--- config.mk ---
export PLATFORM = sky130hd
export DESIGN_NAME = hdm_monitor
export DESIGN_NICKNAME = d
export VERILOG_FILES = /design/src/hdm_pkg.sv /design/src/hdm_group.sv /design/src/hdm_monitor.sv
export SDC_FILE = /design/constraint.sdc
export NUM_CORES = 2
export LEC_CHECK = 0
export BUFFER_PORTS_ARGS = -buffer_cell sky130_fd_sc_hd__buf_2
export CAP_MARGIN = 0
export CORE_UTILIZATION = 29
export DETAILED_ROUTE_END_ITERATION = 10
export PLACE_DENSITY = 0.54
export REMOVE_ABC_BUFFERS = 1
export SYNTH_ARGS = -nofsm -noshare
export SYNTH_HDL_FRONTEND = slang
export SYNTH_SLANG_ARGS = --single-unit
--- constraint.sdc ---
create_clock -name clk -period 7.8 [get_ports clk]
set_clock_uncertainty 0.15 [all_clocks]
set_input_delay 1.17 -clock clk [delete_from_list [all_inputs] [get_ports clk]]
set_output_delay 1.17 -clock clk [all_outputs]
set_load 0.01 [all_outputs]
--- src/hdm_pkg.sv ---
package hdm_pkg;
	// Widths of measured values, settings and the time base
	localparam int THD_W = 14;
	localparam int DLY_W = 19;
	localparam int TS_W = 48;
	localparam int CNT_W = 16;
	localparam int GRP_W = 3;
	localparam int EV_N = 7;
	localparam int HIST_N = 12;
	localparam int PTR_W = 4;
	localparam int CH_N = 5;

	// Program cycle and delay defaults, delay counted in program cycles
	localparam int PROG_CYCLE_MS = 5;
	localparam int DELAY_DEF_MS = 10000;
	localparam logic [DLY_W-1:0] DELAY_RST = DLY_W'(DELAY_DEF_MS / PROG_CYCLE_MS);
	// Pick-up default, in 0.01 % steps
	localparam logic [THD_W-1:0] PICKUP_RST = 14'h03e8;
	// Release ratio as a fraction of the setting
	localparam logic [6:0] REL_NUM = 7'h61;
	localparam logic [6:0] REL_DEN = 7'h64;

	// Event bit positions
	localparam int EV_START0 = 0;
	localparam int EV_ALARM0 = 3;
	localparam int EV_BLOCKED = 6;

	typedef enum logic [1:0] {
		COND_NORMAL = 2'b00,
		COND_START = 2'b01,
		COND_ALARM = 2'b10,
		COND_BLOCKED = 2'b11
	} hdm_cond_e;

	typedef struct packed {
		logic start;
		logic alarm;
		logic blocked;
	} hdm_grp_out_s;

	typedef struct packed {
		logic pu;
		logic start;
		logic alarm;
		logic blocked;
		logic [DLY_W-1:0] timer;
	} hdm_grp_st_s;

	typedef struct packed {
		logic [EV_N-1:0] on;
		logic [EV_N-1:0] off;
		logic [TS_W-1:0] ts;
	} hdm_evt_s;

	typedef struct packed {
		logic [CNT_W-1:0] start;
		logic [CNT_W-1:0] alarm;
		logic [CNT_W-1:0] blocked;
	} hdm_cnt_s;

	typedef struct packed {
		logic [TS_W-1:0] ts;
		logic [2:0] code;
		logic [2:0][THD_W-1:0] ph;
		logic [GRP_W-1:0] grp;
	} hdm_rec_s;

	typedef struct packed {
		logic blk;
		logic [EV_N-1:0] prev;
		hdm_evt_s ev;
		hdm_cond_e cond;
		hdm_cnt_s cnt;
		logic [EV_N-1:0] pend;
		logic [TS_W-1:0] tpl_ts;
		logic [2:0][THD_W-1:0] tpl_ph;
		hdm_rec_s [HIST_N-1:0] hist;
		logic [PTR_W-1:0] wptr;
		logic [PTR_W-1:0] fill;
		hdm_rec_s rd;
	} hdm_st_s;

	// Above the setting: pick-up
	function automatic logic thd_over(input logic [THD_W-1:0] v, input logic [THD_W-1:0] s);
		return v > s;
	endfunction

	// At or above 97 % of the setting: an active pick-up holds
	function automatic logic thd_keep(input logic [THD_W-1:0] v, input logic [THD_W-1:0] s);
		logic [THD_W+6:0] lhs;
		logic [THD_W+6:0] rhs;
		lhs = (THD_W+7)'(v) * (THD_W+7)'(REL_DEN);
		rhs = (THD_W+7)'(s) * (THD_W+7)'(REL_NUM);
		return lhs >= rhs;
	endfunction
endpackage
--- src/hdm_group.sv ---
`timescale 1ns/1ps
module hdm_group
	import hdm_pkg::*;
#(
	parameter int N = 3
) (
	input wire logic clk, // 200 MHz clock
	input wire logic nrst, // Async reset, low
	input wire logic tick, // Program cycle pulse
	input wire logic blk, // Block level sampled this cycle
	input wire logic en, // Element enable
	input wire logic [THD_W-1:0] set, // Pick-up, 0.01 % steps
	input wire logic [DLY_W-1:0] delay, // Delay in program cycles
	input wire logic [N-1:0][THD_W-1:0] val, // Distortion per channel
	output hdm_grp_out_s q // Start, alarm, blocked
);
	hdm_grp_st_s s_q, s_d;
	logic any_over;
	logic any_keep;

	// Pick-up with hysteresis, then blocking, then definite time
	always_comb begin
		any_over = 1'b0;
		any_keep = 1'b0;
		for (int i = 0; i < N; i++) begin
			any_over = any_over | thd_over(val[i], set); // RULE_18
			any_keep = any_keep | thd_keep(val[i], set);
		end
		s_d = s_q;
		if (tick) begin // RULE_21
			s_d.pu = en && (s_q.pu ? any_keep : any_over); // RULE_16 RULE_17
			if (!s_d.pu) begin
				s_d.start = 1'b0;
				s_d.alarm = 1'b0;
				s_d.blocked = 1'b0;
				s_d.timer = '0;
			end else if (blk) begin
				// Block clears start exactly like a release would
				s_d.blocked = 1'b1; // RULE_04
				s_d.start = 1'b0; // RULE_05
				s_d.alarm = 1'b0;
				s_d.timer = '0;
			end else begin
				s_d.blocked = 1'b0;
				s_d.start = 1'b1; // RULE_03
				if (s_q.start && s_q.timer != '1)
					s_d.timer = s_q.timer + 1'b1;
				s_d.alarm = s_d.timer >= delay; // RULE_07 RULE_20
			end
		end
	end

	always_ff @(posedge clk or negedge nrst) begin
		if (!nrst) begin
			s_q <= '0;
		end else begin
			s_q <= s_d;
		end
	end

	assign q = '{start: s_q.start, alarm: s_q.alarm, blocked: s_q.blocked};
endmodule // hdm_group

--- src/hdm_monitor.sv ---
`timescale 1ns/1ps
// Operation
// [RULE_01] Condition shows normal, start, alarm or blocked
// [RULE_02] Block input sampled once per program cycle
// [RULE_03] Unblocked pick-up asserts start, starts timer
// [RULE_04] Blocked pick-up asserts blocked, no timing
// [RULE_05] Blocking clears active start like release
// [RULE_06] Block must arrive 5 ms before expiry
// [RULE_07] Three delays, 5 ms steps, default 10 s
// [RULE_08] Event on each output status change
// [RULE_09] Per-event ON and OFF buffer enables
// [RULE_10] Every event carries its change time stamp
// [RULE_11] Clearable start, alarm and blocked counters
// [RULE_12] Start, alarm, blocked available as binaries
// [RULE_13] Twelve newest records kept, oldest overwritten
// [RULE_14] Records made only on ON transitions
// [RULE_15] Record: time, event, phase values, group
// [RULE_16] Pick-up above setting, release below 97 %
// [RULE_17] Disabled element never picks up or alarms
// [RULE_18] Pick-up 0.01 % steps, default 10 %, any phase
// [RULE_19] Amplitude or power ratio, one static selection
// [RULE_20] Alarm after full delay; release drops both
// [RULE_21] Timers advance once per program cycle
module hdm_monitor
	import hdm_pkg::*;
(
	input wire logic clk, // 200 MHz clock
	input wire logic nrst, // Async reset, low
	input wire logic tick, // Program cycle start pulse
	input wire logic block_in, // From blocking matrix
	input wire logic mag_power, // 1 power ratio, 0 amplitude
	input wire logic [2:0] elem_en, // Phase, first, second residual
	input wire logic [2:0][THD_W-1:0] pickup_set, // Per group
	input wire logic [2:0][DLY_W-1:0] alarm_delay, // Per group
	input wire logic [CH_N-1:0][THD_W-1:0] thd_amp, // L1..L3, residuals
	input wire logic [CH_N-1:0][THD_W-1:0] thd_pow, // Same, power ratio
	input wire logic [GRP_W-1:0] setting_group, // Active group
	input wire logic [TS_W-1:0] time_now, // Wall time in ms
	input wire logic [EV_N-1:0] ev_on_en, // Buffer ON events
	input wire logic [EV_N-1:0] ev_off_en, // Buffer OFF events
	input wire logic cnt_clr, // Clear counters
	input wire logic [PTR_W-1:0] rd_idx, // History slot to read
	output logic [2:0] start_o, // Start per group
	output logic [2:0] alarm_o, // Alarm per group
	output logic blocked_o, // Any group blocked
	output hdm_cond_e monitor_condition, // Overall state
	output hdm_evt_s events, // Event pulses and stamp
	output hdm_cnt_s counters, // Cumulative counts
	output hdm_rec_s hist_rd, // Selected record
	output logic [PTR_W-1:0] hist_wptr, // Next slot written
	output logic [PTR_W-1:0] hist_fill // Valid records
);
	hdm_st_s s_q, s_d;
	logic blk_now;
	logic [CH_N-1:0][THD_W-1:0] chan_val;
	hdm_grp_out_s [2:0] grp_q;
	logic [EV_N-1:0] lvl;
	logic [EV_N-1:0] rise;
	logic [EV_N-1:0] fall;
	logic [EV_N-1:0] grant;
	logic [2:0] gidx;

	// Lowest pending event first
	function automatic logic [2:0] first_set(input logic [EV_N-1:0] v);
		logic [2:0] r;
		r = '0;
		for (int i = EV_N - 1; i >= 0; i--) begin
			if (v[i])
				r = 3'(i);
		end
		return r;
	endfunction

	// Block level is frozen between ticks; the groups see the new sample
	assign blk_now = tick ? block_in : s_q.blk; // RULE_02
	// One static selection for every channel
	assign chan_val = mag_power ? thd_pow : thd_amp; // RULE_19

	// Phase group watches three channels, residual groups one each
	for (genvar g = 0; g < 3; g++) begin : g_grp
		localparam int LO = (g == 0) ? 0 : g + 2;
		localparam int NCH = (g == 0) ? 3 : 1;
		hdm_group #(.N(NCH)) u_grp (
			.clk(clk),
			.nrst(nrst),
			.tick(tick),
			.blk(blk_now),
			.en(elem_en[g]),
			.set(pickup_set[g]),
			.delay(alarm_delay[g]),
			.val(chan_val[LO +: NCH]),
			.q(grp_q[g])
		);
		assign start_o[g] = grp_q[g].start; // RULE_12
		assign alarm_o[g] = grp_q[g].alarm;
	end
	assign blocked_o = grp_q[0].blocked | grp_q[1].blocked | grp_q[2].blocked; // RULE_12

	// Output levels and their edges
	assign lvl = {blocked_o, alarm_o, start_o};
	assign rise = lvl & ~s_q.prev;
	assign fall = ~lvl & s_q.prev;
	assign gidx = first_set(s_q.pend);
	assign grant = (|s_q.pend) ? EV_N'(1) << gidx : '0;

	// Events, counters, history; one record written per clock
	always_comb begin
		s_d = s_q;
		if (tick)
			s_d.blk = block_in; // RULE_02
		s_d.prev = lvl;
		s_d.ev.on = rise & ev_on_en; // RULE_08 RULE_09
		s_d.ev.off = fall & ev_off_en; // RULE_09
		if (|(rise | fall))
			s_d.ev.ts = time_now; // RULE_10
		// Blocked has priority since it hides any start
		if (blocked_o)
			s_d.cond = COND_BLOCKED; // RULE_01
		else if (|alarm_o)
			s_d.cond = COND_ALARM;
		else if (|start_o)
			s_d.cond = COND_START;
		else
			s_d.cond = COND_NORMAL;
		// An event in the clear cycle still counts
		s_d.cnt.start = (cnt_clr ? '0 : s_q.cnt.start) + CNT_W'(rise[0])
			+ CNT_W'(rise[1]) + CNT_W'(rise[2]); // RULE_11
		s_d.cnt.alarm = (cnt_clr ? '0 : s_q.cnt.alarm) + CNT_W'(rise[3])
			+ CNT_W'(rise[4]) + CNT_W'(rise[5]); // RULE_11
		s_d.cnt.blocked = (cnt_clr ? '0 : s_q.cnt.blocked) + CNT_W'(rise[EV_BLOCKED]);
		// Snapshot taken at the change so a queued record keeps its moment
		if (|rise) begin
			s_d.tpl_ts = time_now; // RULE_10
			s_d.tpl_ph = chan_val[2:0];
		end
		s_d.pend = (s_q.pend & ~grant) | rise; // RULE_14
		if (|grant) begin
			s_d.hist[s_q.wptr] = '{ts: s_q.tpl_ts, code: gidx, ph: s_q.tpl_ph,
				grp: setting_group}; // RULE_15
			s_d.wptr = (s_q.wptr == PTR_W'(HIST_N - 1)) ? '0 : s_q.wptr + 1'b1; // RULE_13
			if (s_q.fill != PTR_W'(HIST_N))
				s_d.fill = s_q.fill + 1'b1;
		end
		s_d.rd = (rd_idx < PTR_W'(HIST_N)) ? s_q.hist[rd_idx] : '0;
	end

	always_ff @(posedge clk or negedge nrst) begin
		if (!nrst) begin
			s_q <= '0;
		end else begin
			s_q <= s_d;
		end
	end

	assign monitor_condition = s_q.cond;
	assign events = s_q.ev;
	assign counters = s_q.cnt;
	assign hist_rd = s_q.rd;
	assign hist_wptr = s_q.wptr;
	assign hist_fill = s_q.fill;
endmodule // hdm_monitor

==> out/metrics.cfg <==
[global_routing]
grt_overflow = 0
grt_antenna_before_repair = 45
grt_pass1_wl_um = 386900
grt_max_degree = 183
grt_pass1_vias = 60150
grt_util_all_layers_pct = 17.33

[power_and_ir_drop]
peakVddDrop_mv = 0.2655
leakagePower_nw = 46.42
p_per_area_mw_per_mm2 = 362.5

[sta]
fmax_mhz = 140.9
tns_ps = 0
fin_crit_sh_pct = 91.02
hold_viol = 0
finalMaxSlewViolations = 0
layout_min_cycle_time_ps = 7099
tightest_slew_ps = 1228
slew_headroom_pct = 18.14
setup_viol = 0
whs_ps = 175.8
rsz0062_at_grt = no

[die]
dieArea_mm2 = 0.2947
die_w_um = 542.9
rows = 198
ios = 540
die_h_um = 542.9
start_util_pct = 29.17
core-area_mm2 = 0.2908

[final_layout]
syn2layout_area_growth_pct = 13.31
drive_above_1_share_pct = 26.14
fillers = 29180
most-common-layout-cells = 1,643 x nand2_1, 1,541 x dfrtp_1, 811 x mux2_2, 664 x ha_1, 533 x buf_2
fin_nets = 8796
final_core_util_pct = 33.05
final_common_cell = nand2_1

[worst_setup_path]
crit_top_cell = buf_4
crit_type = in -> reg
path_max_fanout = 14
path_buf_inv = 8
slowest_delay_ps = 500
slowest_stage = fa_1
critPathLaunchType = primary input
crit_family = adder cells
end_kind = flip-flop
critPathRequiredTime_ps = 8340
arrival_ps = 7640

[yosys]
synth_edf_count = 0
muxShareOfSynthArea_pct = 19.99
synthSimpleGateAreaFrac_pct = 10.30
synth_xor_area_share_pct = 1.879
synth_seq_cells = 1541
synth_top_family_by_area = multiplexers
synth.top_cell.area_share_pct = 45.46
synth_compound_area_share_pct = 5.336
async_flop_share_pct = 100.0
synth.avg_cell_area_um2 = 11.22
synthFlopType = dfrtp_1
ys_seq_area_share_pct = 45.46
synthCells = 7564
yosys.area_share.adder_pct = 11.40
ys_types = 71
yosys_warnings = 0
synth_area_leaders = dfrtp_1 45%, mux2_2 11%, ha_1 9.8%
netlist_area_mm2 = 0.08483
synth_top_cell_by_area = dfrtp_1

[drt]
wl_met3_um = 14940
drtAntennaViolNets = 0
routedWlPerCell_um = 21.86
first_iter_violations = 4301
drc = 0
topRoutingLayerUsed = met5
via_per_inst = 4.887
routed_wl_um = 257700
firstDrtPassIters = 5
wl_met2_um = 120900
vias = 57610
wl_met1_um = 111900

[clock_tree]
cts_tree = yes
cts.path.max_buffers = 4
post-cts-setup-buffers = 0
cts-resized-gates = 0
hold_buffers = 0
cts_buffers = 178
cts-root-buf = clkbuf_16
clk_pin_slew_worst_paths_ps = 60
clock-sinks = 1541
clk_latency_ps = 830
h-tree-depth = 4

[hold_path]
min_path_type = in -> async

[run]
max_cap_violations = 0

[placed_design]
place_congestion = 0.8572
io_buffers = 539
place_hpwl_um = 168500

[run_status]
status = finished, final reports clean

==> stage by stage <==
stage	instances	worst slack (ps)	cell area [um^2]	power (mW)
2_1_floorplan	6917	1074	81560	22.22
3_3_place_gp	11470	92.13	90420	26.14
3_5_place_dp	11470	61.14	90420	26.77
4_1_cts	11770	824.8	96070	35.20
5_1_grt	11780	378.0	96110	37.26
6_report	11790	700.8	96120	34.85
==> state kept, by name, summed over array words and instances (netlist names) <==
name and flops:
g_grp.u_grp.q 9, s_q 1256, counters 48, hist_wptr 4
monitor_condition 2, hist_fill 4, hist_rd 96, g_grp.u_grp.s_q 60
events 62
==> logic make-up (layout without fill, tap and decap cells) <==
group | count (synthesis) | in the layout
compound gates | 711 | 711
xor+xnor | 182 | 182
fa+ha+maj | 733 | 733
buf+inv | 1050 | 1354
flops | 1541 | 1541
mux | 1233 | 1233
other cells | 0 | 20
simple gates | 2114 | 2114
==> synth_stat cells (20+ instances only) <==
| library cell | n |
|---|---|
| nand2_1 | 1655 |
| dfrtp_1 | 1541 |
| mux2_2 | 811 |
| ha_1 | 664 |
| inv_1 | 403 |
| clkbuf_1 | 369 |
| mux4_2 | 288 |
| o21ai_0 | 239 |
| buf_4 | 223 |
| a21oi_1 | 161 |
| mux2i_1 | 134 |
| nor2_1 | 123 |
| xnor2_1 | 120 |
| a21o_1 | 73 |
| fa_1 | 67 |
| xor2_1 | 62 |
| buf_1 | 54 |
| nand4_1 | 53 |
| nand3_1 | 50 |
| nor3_1 | 39 |
| nand2b_1 | 35 |
| nor2b_1 | 34 |
| a22o_1 | 29 |
| o21a_1 | 29 |
| and2_1 | 27 |
| and3_1 | 22 |
| a211oi_1 | 21 |
| o31ai_1 | 20 |
==> area by class of cell <==
class	count	area, um^2	area share, %
clock buffer	257	5174	5.382
sequential	1541	38560	40.12
inverter	403	1513	1.574
multi-input combinational	4973	41610	43.29
timing repair buffer	651	3850	4.005
clock inverter	43	483.0	0.5024
antenna	20	50.05	0.05207
tap	3900	4880	5.076
==> final timing paths <==
| check | start | to | slack [ps] | depth (start not counted) |
|---|---|---|---|---|
| setup / recovery | mag_power | g_grp[0].u_grp.s_q[10]$_DFFE_PN0P_ | 700 | 29 |
| hold / removal | nrst | events[18]$_DFFE_PN0P_ | 180 | 1 |
| setup reg to reg | g_grp[2].u_grp.s_q[5]$_DFFE_PN0P_ | g_grp[2].u_grp.q[1]$_DFFE_PN0P_ | 3510 | 13 |
| hold reg to reg | s_q[141]$_DFFE_PN0P_ | s_q[141]$_DFFE_PN0P_ | 320 | 2 |
| max in group asynchronous | nrst | s_q[437]$_DFFE_PN0P_ | 5370 | 3 |
| min in group clk | s_q[141]$_DFFE_PN0P_ | s_q[141]$_DFFE_PN0P_ | 320 | 2 |
==> worst reg2reg max path, stage by stage (launching register included) <==
cell	delay, ps
dfrtp_1	440
and3_1	250
nand3_1	160
nor4_1	110
a31oi_2	490
nand2_1	270
nor4_1	660
xnor2_1	240
ha_1	350
nand4_1	120
or2_2	330
o31ai_1	240
a21oi_1	70
o41ai_1	300
==> power by group <==
group | internal [mW] | switching, mW
registers | 11.6 | 2.60
clock network | 4.84 | 3.41
logic | 6.01 | 6.41
==> metal layers <==
layer  vias up  track usage, %
met3       417           2.828
met4        18           6.653
met2      1637           28.33
met1     29320           22.88
li1      26210               -
met5         -               0
Power figures use the tool's default switching activity.
